File: src/inc/ftm_map.vh
// Constants for the fault trip manager: trip codes, classes and timing figures.
// Assumes a 10 MHz system clock; included by its bare name from rtl files.
//
// Notes on behaviour
// - Active trip is reported as a code 1 to 232 from a fixed map; a fatal fault shows code 0.
// - A new trip is taken only if idle or its class number is lower.
// - Class 1 fatal faults refuse reset, stop output, health relay and comms.
// - Class 2 faults, codes 217-232 and slot faults, clear only at power cycle.
// - Class 3 stored parameter fault resets only after a load defaults write.
// - Card and 24 V trips are class 4, reset after 1.0 s; card class 5 at power-up.
// - Autotune trips reset after 1.0 s, then run blocked until the drive is disabled.
// - Overcurrent trips are class 5 and refuse reset before 10.0 s.
// - Non-important trips stop the motor first when trip mode bit 0 is set.
// - Thermal model overheat stops first, but trips anyway after 10 s.
// - Undervoltage is class 6, ignores user reset, clears itself.
// - During undervoltage trip other functions run but the output stage stays off.
// - Undervoltage entry saves parameters unless low voltage supply mode is on.
// - Undervoltage clears above restart level unless another trip replaced it.
// - Supply source may change only while the undervoltage flag is one.
// - Undervoltage shows as active only when no other trip is active.
// - At power-up low supply raises undervoltage with no parameter save.
`ifndef FTM_MAP_VH
`define FTM_MAP_VH

// ****************************************************************
// Trip codes
// ****************************************************************
`define FTM_C_NONE       8'h00
`define FTM_C_DCLOW      8'h01
`define FTM_C_DCHIGH     8'h02
`define FTM_C_OUT_OC     8'h03
`define FTM_C_BRK_OC     8'h04
`define FTM_C_AUX24      8'h09
`define FTM_C_TUNE1      8'h0B
`define FTM_C_TUNE3      8'h0D
`define FTM_C_TUNE7      8'h11
`define FTM_C_TUNE       8'h12
`define FTM_C_SNS_TEMP   8'h18
`define FTM_C_DO_OVL     8'h1A
`define FTM_C_OVERHEAT   8'h1B
`define FTM_C_AIN2_LOSS  8'h1C
`define FTM_C_SER_LOSS   8'h1E
`define FTM_C_STORED     8'h1F
`define FTM_C_PH_LOSS    8'h20
`define FTM_C_MOD_BRK    8'h67
`define FTM_C_MOD_OUT    8'h68
`define FTM_C_MOD_DC     8'h6D
`define FTM_C_CARD_PROD  8'hAF
`define FTM_C_CARD_LO    8'hB1
`define FTM_C_CARD_HI    8'hBC
`define FTM_C_SLOT1_HF   8'hC8
`define FTM_C_SLOT2_HF   8'hCD
`define FTM_C_HF_LO      8'hD9
`define FTM_C_HF_HI      8'hE8

// ****************************************************************
// Priority classes
// ****************************************************************
`define FTM_CL_FATAL     3'h1
`define FTM_CL_NORESET   3'h2
`define FTM_CL_STORED    3'h3
`define FTM_CL_CARD      3'h4
`define FTM_CL_NORMAL    3'h5
`define FTM_CL_SELF      3'h6

// ****************************************************************
// Timing
// ****************************************************************
`define FTM_CLK_HZ       10000000
`define FTM_T_RESET_MS   1000
`define FTM_T_EXT_MS     10000
`define FTM_T_HEAT_MS    10000
`define FTM_CNT_W        27

`endif

File: src/rtl/ftm_timer.v
// Elapsed-time counter used for reset hold-off and stop timeouts.
// Assumes one clock; start restarts the count from zero.
`timescale 1ns/100ps
`include "ftm_map.vh"

module ftm_timer (
  input  wire                   sys_clk,  // System clock.
  input  wire                   sys_rst,  // Asynchronous reset, active high.
  input  wire                   start,    // Restart counting from zero.
  input  wire [`FTM_CNT_W-1:0]  limit,    // Cycles to elapse before done.
  output reg                    done_q    // Limit reached, held until start.
);

  reg [`FTM_CNT_W-1:0] cnt_q;

  // The count saturates so that a trip held for hours cannot wrap and
  // falsely report a short elapsed time.
  always @(posedge sys_clk or posedge sys_rst) begin
    if (sys_rst) begin
      cnt_q  <= {`FTM_CNT_W{1'b0}};
      done_q <= 1'b0;
    end else if (start) begin
      cnt_q  <= {`FTM_CNT_W{1'b0}};
      done_q <= 1'b0;
    end else begin
      if (!done_q)
        cnt_q <= cnt_q + 1'b1;
      done_q <= (cnt_q + 1'b1 >= limit) | done_q;
    end
  end

endmodule // ftm_timer

File: src/rtl/ftm_top.v
// Fault trip manager: arbitration, reset hold-off and undervoltage handling.
// Assumes fault detectors deliver one-cycle trip pulses with a code, and
// that all inputs are synchronous to sys_clk.
`timescale 1ns/100ps
`include "ftm_map.vh"

module ftm_top #(
  parameter HOLD_STD_CYC = `FTM_T_RESET_MS * (`FTM_CLK_HZ / 1000), // 1.0 s hold-off.
  parameter HOLD_EXT_CYC = `FTM_T_EXT_MS * (`FTM_CLK_HZ / 1000),   // 10.0 s hold-off.
  parameter HEAT_CYC     = `FTM_T_HEAT_MS * (`FTM_CLK_HZ / 1000)   // Overheat stop wait.
) (
  input  wire       sys_clk,                        // System clock, 10 MHz.
  input  wire       sys_rst,                        // Asynchronous reset, active high.
  input  wire       trip_req,                       // Pulse: a detector reports a trip.
  input  wire [7:0] trip_req_code,                  // Code of the reported trip.
  input  wire       fatal_hw_fault_trip,            // Pulse: fatal hardware fault.
  input  wire [3:0] fatal_hw_num,                   // Fatal fault number minus one.
  input  wire       user_reset,                     // Pulse: user reset request.
  input  wire       defaults_written,               // Pulse: load defaults code written.
  input  wire [1:0] trip_mode_setting,              // Stop-before-trip mode.
  input  wire       motor_stopped,                  // Motor is at standstill.
  input  wire       powerup_done,                   // Power-up sequence has finished.
  input  wire       dc_below_threshold,             // DC bus under trip threshold.
  input  wire       dc_below_restart,               // DC bus under restart level.
  input  wire       low_voltage_supply_select,      // Request low voltage DC supply.
  input  wire       enable_input,                   // Hardware enable terminal.
  input  wire       output_enable_setting,          // Enable parameter.
  input  wire       control_word_enable,            // Enable bit of the control word.
  input  wire       run_request,                    // Sequencer wants the output stage on.
  output reg        trip_active_q,                  // A trip is latched.
  output reg  [7:0] active_trip_code_q,             // Serial code of the active trip.
  output reg  [2:0] active_class_q,                 // Class of the active trip.
  output reg  [3:0] fatal_num_q,                    // Number of a latched fatal fault.
  output reg        health_ok_q,                    // Health relay closed when high.
  output reg        comms_enable_q,                 // Serial comms allowed.
  output reg        output_stage_enable_q,          // Output stage enable.
  output reg        stop_req_q,                     // Ask the sequencer to stop the motor.
  output reg        param_save_q,                   // Pulse: save power-down parameters.
  output reg        undervoltage_condition_flag_q,  // DC bus is in undervoltage.
  output reg        lv_supply_active_q,             // Low voltage DC supply in use.
  output reg        run_inhibit_q                   // Run blocked after autotune reset.
);

  localparam ST_IDLE = 2'h0;
  localparam ST_STOP = 2'h1;

  localparam [`FTM_CNT_W-1:0] HOLD_STD = HOLD_STD_CYC[`FTM_CNT_W-1:0];
  localparam [`FTM_CNT_W-1:0] HOLD_EXT = HOLD_EXT_CYC[`FTM_CNT_W-1:0];
  localparam [`FTM_CNT_W-1:0] HEAT_LIM = HEAT_CYC[`FTM_CNT_W-1:0];

  reg  [1:0] pend_st_q;
  reg  [1:0] pend_st_d;
  reg  [7:0] pend_code_q;
  reg        ext_hold_q;
  reg        tune_trip_q;
  reg        defaults_seen_q;
  reg        init_q;
  reg        cand_valid;
  reg  [7:0] cand_code;
  reg  [2:0] cand_class;
  reg        cand_save;
  reg        accept;
  reg        reset_ok;
  wire       hold_done;
  wire       heat_done;
  wire       req_stop_first;
  wire       pend_fire;
  wire       uv_clear;
  wire       uv_rise;

  // ****************************************************************
  // Trip classification
  // ****************************************************************

  // Class of a serial code; card trips drop to class 5 while powering up.
  function [2:0] class_of;
    input [7:0] c;
    input       pu;
    begin
      if (c == `FTM_C_DCLOW)
        class_of = `FTM_CL_SELF;
      else if ((c >= `FTM_C_HF_LO && c <= `FTM_C_HF_HI) ||
               c == `FTM_C_SLOT1_HF || c == `FTM_C_SLOT2_HF)
        class_of = `FTM_CL_NORESET;
      else if (c == `FTM_C_STORED)
        class_of = `FTM_CL_STORED;
      else if (c == `FTM_C_AUX24)
        class_of = `FTM_CL_CARD;
      else if (c == `FTM_C_CARD_PROD ||
               (c >= `FTM_C_CARD_LO && c <= `FTM_C_CARD_HI))
        class_of = pu ? `FTM_CL_NORMAL : `FTM_CL_CARD;
      else
        class_of = `FTM_CL_NORMAL;
    end
  endfunction

  // Overcurrent codes need the long hold-off.
  function is_ext;
    input [7:0] c;
    begin
      is_ext = (c == `FTM_C_OUT_OC) || (c == `FTM_C_BRK_OC) ||
               (c == `FTM_C_MOD_OUT) || (c == `FTM_C_MOD_BRK) ||
               (c == `FTM_C_MOD_DC);
    end
  endfunction

  // Autotune codes block running after their reset.
  function is_tune;
    input [7:0] c;
    begin
      is_tune = (c >= `FTM_C_TUNE1 && c <= `FTM_C_TUNE3) ||
                (c == `FTM_C_TUNE7) || (c == `FTM_C_TUNE);
    end
  endfunction

  // Codes that bring the motor to rest before they latch.
  function stop_first;
    input [7:0] c;
    input       mode0;
    begin
      if (c == `FTM_C_PH_LOSS || c == `FTM_C_OVERHEAT)
        stop_first = 1'b1;
      else if ((c >= `FTM_C_SNS_TEMP && c <= `FTM_C_DO_OVL) ||
               (c >= `FTM_C_AIN2_LOSS && c <= `FTM_C_SER_LOSS))
        stop_first = mode0;
      else
        stop_first = 1'b0;
    end
  endfunction

  assign req_stop_first = stop_first(trip_req_code, trip_mode_setting[0]);

  // ****************************************************************
  // Stop-before-trip sequencer
  // ****************************************************************

  // One pending slot: a second stop-first trip while one waits is dropped,
  // which is harmless since the first one will trip the drive anyway.
  assign pend_fire = (pend_st_q == ST_STOP) &&
                     (motor_stopped ||
                      (pend_code_q == `FTM_C_OVERHEAT && heat_done));

  always @* begin
    pend_st_d = pend_st_q;
    case (pend_st_q)
      ST_IDLE: begin
        if (trip_req && req_stop_first)
          pend_st_d = ST_STOP;
      end
      ST_STOP: begin
        if (pend_fire)
          pend_st_d = ST_IDLE;
      end
      default: begin
        pend_st_d = ST_IDLE;
      end
    endcase
  end

  always @(posedge sys_clk or posedge sys_rst) begin
    if (sys_rst) begin
      pend_st_q   <= ST_IDLE;
      pend_code_q <= `FTM_C_NONE;
      stop_req_q  <= 1'b0;
    end else begin
      pend_st_q <= pend_st_d;
      if (pend_st_q == ST_IDLE && pend_st_d == ST_STOP)
        pend_code_q <= trip_req_code;
      stop_req_q <= (pend_st_d == ST_STOP);
    end
  end

  ftm_timer u_heat (
    .sys_clk (sys_clk),
    .sys_rst (sys_rst),
    .start   (pend_st_q == ST_IDLE),
    .limit   (HEAT_LIM),
    .done_q  (heat_done)
  );

  // ****************************************************************
  // Candidate selection and arbitration
  // ****************************************************************

  // Undervoltage at power-up uses the restart level, later the threshold.
  assign uv_rise  = init_q ? dc_below_restart :
                    (dc_below_threshold && !undervoltage_condition_flag_q);
  assign uv_clear = !dc_below_restart && trip_active_q &&
                    active_trip_code_q == `FTM_C_DCLOW;

  // Fatal faults first, then a finished stop, then a direct trip, then UV.
  always @* begin
    cand_valid = 1'b0;
    cand_code  = `FTM_C_NONE;
    cand_class = `FTM_CL_SELF;
    cand_save  = 1'b0;
    if (fatal_hw_fault_trip) begin
      cand_valid = 1'b1;
      cand_class = `FTM_CL_FATAL;
    end else if (pend_fire) begin
      cand_valid = 1'b1;
      cand_code  = pend_code_q;
      cand_class = class_of(pend_code_q, !powerup_done);
    end else if (trip_req && !req_stop_first) begin
      cand_valid = 1'b1;
      cand_code  = trip_req_code;
      cand_class = class_of(trip_req_code, !powerup_done);
    end else if (uv_rise) begin
      cand_valid = 1'b1;
      cand_code  = `FTM_C_DCLOW;
      cand_save  = !init_q && !lv_supply_active_q;
    end
    accept = cand_valid &&
             (!trip_active_q || cand_class < active_class_q);
  end

  // ****************************************************************
  // Reset qualification
  // ****************************************************************

  // Hold-off runs from the latch; a reset before it ends is dropped.
  always @* begin
    case (active_class_q)
      `FTM_CL_FATAL:   reset_ok = 1'b0;
      `FTM_CL_NORESET: reset_ok = 1'b0;
      `FTM_CL_STORED:  reset_ok = defaults_seen_q;
      `FTM_CL_CARD:    reset_ok = hold_done;
      `FTM_CL_NORMAL:  reset_ok = hold_done;
      default:         reset_ok = 1'b0;
    endcase
  end

  ftm_timer u_hold (
    .sys_clk (sys_clk),
    .sys_rst (sys_rst),
    .start   (accept),
    .limit   (ext_hold_q ? HOLD_EXT : HOLD_STD),
    .done_q  (hold_done)
  );

  // ****************************************************************
  // Active trip register
  // ****************************************************************

  always @(posedge sys_clk or posedge sys_rst) begin
    if (sys_rst) begin
      trip_active_q      <= 1'b0;
      active_trip_code_q <= `FTM_C_NONE;
      active_class_q     <= `FTM_CL_SELF;
      fatal_num_q        <= 4'h0;
      ext_hold_q         <= 1'b0;
      tune_trip_q        <= 1'b0;
      defaults_seen_q    <= 1'b0;
      param_save_q       <= 1'b0;
      init_q             <= 1'b1;
    end else begin
      init_q       <= 1'b0;
      param_save_q <= accept && cand_save;
      if (accept) begin
        trip_active_q      <= 1'b1;
        active_trip_code_q <= cand_code;
        active_class_q     <= cand_class;
        ext_hold_q         <= is_ext(cand_code);
        tune_trip_q        <= is_tune(cand_code);
        defaults_seen_q    <= 1'b0;
        if (cand_class == `FTM_CL_FATAL)
          fatal_num_q <= fatal_hw_num;
      end else if (uv_clear || (user_reset && trip_active_q && reset_ok)) begin
        trip_active_q      <= 1'b0;
        active_trip_code_q <= `FTM_C_NONE;
        active_class_q     <= `FTM_CL_SELF;
        ext_hold_q         <= 1'b0;
        tune_trip_q        <= 1'b0;
        defaults_seen_q    <= 1'b0;
      end else if (defaults_written) begin
        defaults_seen_q <= 1'b1;
      end
    end
  end

  // ****************************************************************
  // Supply state and outputs
  // ****************************************************************

  // The condition flag follows the bus with hysteresis; the supply source
  // is only switched while it is set, so the bus is never live on both.
  always @(posedge sys_clk or posedge sys_rst) begin
    if (sys_rst) begin
      undervoltage_condition_flag_q <= 1'b0;
      lv_supply_active_q            <= 1'b0;
    end else begin
      if (uv_rise)
        undervoltage_condition_flag_q <= 1'b1;
      else if (!dc_below_restart)
        undervoltage_condition_flag_q <= 1'b0;
      if (undervoltage_condition_flag_q)
        lv_supply_active_q <= low_voltage_supply_select;
    end
  end

  // Any trip, including undervoltage, holds the output stage off; other functions
  // keep running, except that a fatal trip also opens the health relay and stops comms.
  always @(posedge sys_clk or posedge sys_rst) begin
    if (sys_rst) begin
      run_inhibit_q         <= 1'b0;
      output_stage_enable_q <= 1'b0;
      health_ok_q           <= 1'b0;
      comms_enable_q        <= 1'b0;
    end else begin
      if (user_reset && trip_active_q && reset_ok && tune_trip_q && !accept)
        run_inhibit_q <= 1'b1;
      else if (!enable_input || !output_enable_setting || !control_word_enable)
        run_inhibit_q <= 1'b0;
      output_stage_enable_q <= run_request && !trip_active_q && !accept &&
                               !run_inhibit_q && enable_input &&
                               output_enable_setting && control_word_enable;
      health_ok_q    <= !(trip_active_q && active_class_q == `FTM_CL_FATAL) &&
                        !(accept && cand_class == `FTM_CL_FATAL);
      comms_enable_q <= !(trip_active_q && active_class_q == `FTM_CL_FATAL) &&
                        !(accept && cand_class == `FTM_CL_FATAL);
    end
  end

endmodule // ftm_top

File: config.mk
export PLATFORM = sky130hd
export DESIGN_NAME = ftm_top
export DESIGN_NICKNAME = d
export VERILOG_FILES = /design/src/rtl/ftm_timer.v /design/src/rtl/ftm_top.v
export VERILOG_INCLUDE_DIRS = /design/src /design/src/inc
export SDC_FILE = /design/constraint.sdc
export NUM_CORES = 1
export LEC_CHECK = 0
export ABC_AREA = 0
export BUFFER_PORTS_ARGS = -buffer_cell sky130_fd_sc_hd__clkbuf_2
export CORE_MARGIN = 10
export CORE_UTILIZATION = 41
export DETAILED_ROUTE_END_ITERATION = 6
export PLACE_DENSITY = 0.69
export SYNTH_ARGS = -nofsm -noshare
export SYNTH_HDL_FRONTEND = slang
export SYNTH_HIERARCHICAL = 1
export SYNTH_SLANG_ARGS = --single-unit
File: constraint.sdc
create_clock -name sys_clk -period 8.1 [get_ports sys_clk]
set_input_delay 2.43 -clock sys_clk [delete_from_list [all_inputs] [get_ports sys_clk]]
set_output_delay 2.43 -clock sys_clk [all_outputs]
set_load 0.005 [all_outputs]
* After elaboration in Yosys (flattened, before gate mapping)
Cells that the tools add are included.
** Cells by class
- Muxes and demuxes :: 55
- Bitwise operators :: 2
- Add/sub/neg operators :: 2
- Magnitude comparators :: 17
- Reductions and logical operators :: 69
- Eq/ne operators :: 33
** Operators with widths (count)
- two-way mux 27 bit :: 5
- adder 27 x 1 -> 27 bit (second input constant) :: 2
- equality test 8 x 5 -> 1 bit (second input constant) :: 6
- equality test 8 bit (second input constant) :: 6
- two-way mux 8 bit :: 5
- two-way mux 3 bit :: 11
- greater-or-equal comparator 8 bit (second input constant) :: 4
- <= comparator 8 bit (second input constant) :: 4
- logical AND 1 bit :: 31
- two-way mux 1 bit :: 30
- greater-or-equal comparator 27 bit :: 1
- greater-or-equal comparator 27 bit (second input constant) :: 1
- equality test 8 x 1 -> 1 bit (second input constant) :: 3
- equality test 8 x 7 -> 1 bit (second input constant) :: 3
- logical OR 1 bit :: 19
- equality test 8 x 4 -> 1 bit (second input constant) :: 2
- greater-or-equal comparator 8 x 5 -> 1 bit (second input constant) :: 2
- <= comparator 8 x 5 -> 1 bit (second input constant) :: 2
- logical NOT 1 bit :: 13
- equality test 8 x 2 -> 1 bit (second input constant) :: 1
- equality test 8 x 3 -> 1 bit (second input constant) :: 1
- equality test 8 x 6 -> 1 bit (second input constant) :: 1
- greater-or-equal comparator 8 x 4 -> 1 bit (second input constant) :: 1
- <= comparator 8 x 4 -> 1 bit (second input constant) :: 1
- other kinds (16) :: 23
** Word-level totals
- Output and inout port bits :: 24
- Word-level logic and storage cells :: 199
- Input bits :: 29
- Register bits :: 93

* Logic depth before layout (Yosys ltp)
- Word-level depth :: 20
- Mapped depth :: 18
- Gate-level depth less buffers :: 15

* By module
Netlist, hierarchy kept.
** Modules (own cells, without submodules)
- ftm_timer :: area each 2477.4 um2, seq. area each 700.7 um2, times used 2, cells each 294
- ftm_top :: area each 2518.7 um2, seq. area each 929.6 um2, times used 1, cells each 278

* Least setup slack after synthesis
No wires, ideal clock.
- Kind :: input port to flip-flop
- Start :: in trip_req_code[1]
- End :: reg u_hold.cnt_q[0]
- Stages on the path :: 15
- Data required time :: 7.968 ns
- Path buffers :: 4
- Library setup time :: 0.132 ns
- Arrival :: 5.511 ns
- Slack :: 2.457 ns
- Cell sequence :: clkbuf_1 > nor4b_1 > o21bai_1 > a31o_2 > o31a_1 > a311oi_1 > ha_1 > o21a_1 > o21ai_0 > a31oi_1 > a21oi_2 > buf_2 > clkbuf_1 > buf_1 > nor2_1
** Between the ends
- Cells in the longest elaborated chain, start to end :: 15
- Elaborated cells on any way between the ends :: 45
- Those cells by class :: order compare: 9; eq/ne: 9; mux: 14; reduce/logical: 13
** RTL lines
- start, declared :: RTL line ftm_top.v:15 : input wire [7:0] trip_req_code,
- greater-or-equal comparator 8 bit (no line) / <= comparator 8 bit (equally long branches)
- logical AND 1 bit (no line)
- logical OR 1 bit :: RTL line ftm_top.v:89 : else if (c == `FTM_C_CARD_PROD ||
- two-way mux 1 bit :: RTL line ftm_top.v:89
- two-way mux 1 bit :: RTL line ftm_top.v:87 : else if (c == `FTM_C_AUX24)
- two-way mux 3 bit :: RTL line ftm_top.v:85 : else if (c == `FTM_C_STORED)
- two-way mux 3 bit :: RTL line ftm_top.v:82 : else if ((c >= `FTM_C_HF_LO && c <= `FTM_C_HF_HI) ||
- two-way mux 3 bit :: RTL line ftm_top.v:80 : if (c == `FTM_C_DCLOW)
- two-way mux 3 bit :: RTL line ftm_top.v:204 : end else if (trip_req && !req_stop_first) begin
- two-way mux 3 bit :: RTL line ftm_top.v:200 : end else if (pend_fire) begin
- two-way mux 3 bit :: RTL line ftm_top.v:197 : if (fatal_hw_fault_trip) begin
- less-than comparator 3 bit :: RTL line ftm_top.v:214 : (!trip_active_q || cand_class < active_class_q);
- logical OR 1 bit :: RTL line ftm_top.v:214
- logical AND 1 bit (*) :: RTL line ftm_top.v:213 : accept = cand_valid &&
- net accept :: RTL line ftm_top.v:62 : reg accept;
- != test 2 bit (no line) / two-way mux 27 bit (equally long branches)
- end signal, assigned :: RTL line ftm_timer.v:20 : cnt_q <= {`FTM_CNT_W{1'b0}};
- end signal, assigned :: RTL line ftm_timer.v:23 : cnt_q <= {`FTM_CNT_W{1'b0}};
- end signal, assigned :: RTL line ftm_timer.v:27 : cnt_q <= cnt_q + 1'b1;
- end, declared :: RTL line ftm_timer.v:14 : reg [`FTM_CNT_W-1:0] cnt_q;
Mark *: on every way through the listed nets, which the timed path passes. The rest lies on a longest branch.
A chain may end at the register's enable or synchronous reset.

* Worst setup path in the final report
- Start :: in trip_req_code[2]
- End :: reg ext_hold_q
** Between the ends
- Cells in the longest elaborated chain, start to end :: 16
- Elaborated cells on any way between the ends :: 57
- Those cells by class :: order compare: 9; eq/ne: 13; mux: 17; reduce/logical: 18
** RTL lines
- parallel branches: the longest is 16 deep, another holds greater-or-equal comparator 8 bit
- end signal, assigned :: RTL line ftm_top.v:263 : ext_hold_q <= is_ext(cand_code);
- end, declared :: RTL line ftm_top.v:54 : reg ext_hold_q;
Several ways; the timed one is not identified.

==> run metrics <==
status=finished clean; layout cell share with drive strength beyond 1=13.7%; residual DRC count=0; Power per Cell Area=177 nW/µm²; Switch Pwr=0.490 mW; CP startpoint kind=input port; Crit Path Class=in -> reg; Site Rows=49; core footprint=18000 µm²; min Tclk post-route=5980 ps; ys flop type=dfrtp_1; Synth Register Bits=93; post-layout util=46.5%; Slew Limit Fails=0; area of the die=24000 µm²; final setup skew=10.1 ps; worst-path fanout max=37; fillcell total=1724; number of diodes=0; post-CTS setup buffer count=0; Pwr Total=1.47 mW; die height=155 µm; Fin Setup TNS=0 ps; post-route clock period utilization=73.8%; first-pass GRT wire length=29.4 mm; grt met2 use=22.4%; Mean Syn Cell Area=8.63 µm²; Post-synth ARST share=100%; synth unique cells=77; fmax=167 MHz; cts repair resizes=0; crit path DAT=6250 ps; Skew-Pair Late Insertion Delay=350 ps; maximum clock path buffer count=2; initial core utilization=41.6%; routability cong.=0.879; CTS Buf Count=9; vias in the first global route=6017; Clock Root Buffer=clkbuf_16; gr busiest metal=met2; HPWL after detailed placement=12.5 mm; CP required=8370 ps; max cap viols=0; Sw Ratio=33.2%; final worst setup slack=2120 ps; Post-Syn Area=7470 µm²; Worst setup EP type=flip-flop; Slew headroom=26.9%; largest net degree at the start of global routing=38; number of vias in the routed layout=6214; clk slew on worst S/H paths=70 ps; synth top area cells=dfrtp_1, ha_1, xnor2_1; area delta synth->final=11.7%; First-pass DRT Iterations=5; hold_buf cts=0; initial DRC count=539; initial antenna violation count=0; final std cells w/o fill=1168; VDD IR-drop max=133 µV; Synth area leader=dfrtp_1; Num Clock Sinks=93; LEAKAGE=3.84 nW; cell count after placement=1152; Gate Count Post-Synth=866; Worst Tran Pin Value=1100 ps; met3 Use GR=2.01%; Synth Warn #=6; final setup vio count=0; clock network fraction of total power=31.9%; DR WL/cell=14.4 µm; Seq/Total Area, Yosys=31.2%; Horiz. Die Dim=155 µm; register share of total power=39.5%; HP Class=reg -> reg; gr usage total=14.3%; Final nets=1021; Post-synth EDFFs=0; dpl ws=1820 ps; Antenna Nets Post-Route=0; Ports=53; CTS H-Tree Depth=3; Final Hold Fails=0; met1 global-route usage=20.0%; drt total wl=16.8 mm; unrepaired setup endpoints after global routing=no; CTS tree=built; post-synth top area share=30.1%; Buffers on Ports=51; combinational power share=28.6%; vias per cell=5.32; global route overflow=0; Power Internal=0.985 mW
## sequential cells by signal, summed over array words and instances (netlist names), 2 cells and up
signal,flops
u_heat/cnt_q,27
pend_code_q,8
pend_st_q,2
active_trip_code_q,8
fatal_num_q,4
u_hold/cnt_q,27
active_class_q,3
## critical path, stage by stage
cell and delay, ps:
clkbuf_2 260, and3b_1 230, o2111ai_2 260, and2_1 230
and2_1 160, nand2_1 60, o22ai_1 170, nor2_1 80
ha_1 310, a2111oi_0 520, a31oi_1 220, a21oi_4 780
buf_4 310, a21oi_1 60, a31oi_1 140
## power groups by stage
stage | logic (mW) | clock network (mW) | registers, mW
3_5_place_dp | 0.425 | 0 | 0.591
3_3_place_gp | 0.414 | 0 | 0.590
2_1_floorplan | 0.300 | 0 | 0.575
5_1_grt | 0.485 | 0.497 | 0.592
6_report | 0.421 | 0.471 | 0.582
4_1_cts | 0.428 | 0.481 | 0.582
## layer usage
metal	vias to the layer above	part of all wire (%)
li1	3137	-
met5	-	0
met2	114	47
met1	2946	48
met4	0	1.4
met3	17	4.1
## synth_stat cells (4+ instances only)
cell and number:
nand3_1 36, nand4_1 31, clkbuf_1 24, buf_2 4
o211ai_1 7, a31oi_1 9, nor2b_1 10, a21o_1 9
mux2i_1 7, or4_1 5, inv_1 66, and2_1 8
buf_4 4, nand3_2 4, nor3b_1 5, a31o_1 4
or3_1 11, and3b_1 5, a21oi_1 34, buf_6 4
xnor2_1 63, o21a_1 4, nor2_1 86, buf_1 4
mux2_2 13, xor2_1 29, nand4b_1 4, and4_1 4
o21ai_0 22, nor4_2 4, or2_2 9, ha_1 58
a211oi_1 5, nand2_1 55, nor4b_1 5, nor3_1 30
and3_1 19, nand2b_1 7, dfrtp_1 90
## per-stage QoR
step / hold slack, ps / area [µm²]
2_1_floorplan: 499 / 7620
3_3_place_gp: 488 / 8020
3_5_place_dp: 493 / 8020
4_1_cts: 507 / 8350
5_1_grt: 535 / 8350
6_report: 504 / 8350
## cell families after synthesis
group                    Yosys count  share of synthesized area, %
AND/OR/NAND/NOR                  360                          27.0
AO/OA/AOI/OAI                    135                          12.4
buffers and inverters            106                          5.99
flip-flops                        93                          31.2
XOR/XNOR                          92                          10.8
adder cells (fa/ha/maj)           58                          9.71
multiplexers                      20                          2.90
other                              2                         0.100
## placed cells by master, fill, tap and decap left out, types with 10 or more instances in the layout
master,n
or3_1,11
inv_1,66
xnor2_1,63
nand2_1,55
nor2_1,85
and3_1,19
nor3_1,30
nor2b_1,10
ha_1,58
nand4_1,31
dfrtp_1,90
nand3_1,36
a21oi_1,34
o21ai_0,22
mux2_2,13
conb_1,42
xor2_1,29
clkbuf_2,51
## path summary, 6_finish.rpt
path | from | end | slack [ps] | depth (start not counted)
setup / recovery | trip_req_code[2] | ext_hold_q | 2120 | 15
setup reg to reg | pend_code_q[7] | ext_hold_q | 3610 | 13
hold / removal | fatal_num_q[3] | fatal_num_q[3] | 500 | 1
min in group asynchronous | sys_rst | u_heat/cnt_q[21] | 2200 | 2
max in group asynchronous | sys_rst | u_hold/cnt_q[23] | 5050 | 2
hold reg to reg | fatal_num_q[3] | fatal_num_q[3] | 500 | 1
## final cells by class
type,count,area [µm²],share of cell area [%]
flip-flops and latches,93,2330,27.9
well taps,229,287,3.43
inverters,66,248,2.97
repair buffers,57,300,3.60
clock inverters,3,67.6,0.809
clock buffers,13,260,3.12
multi-input cells,707,4850,58.2
Power figures use the tool's default switching activity.
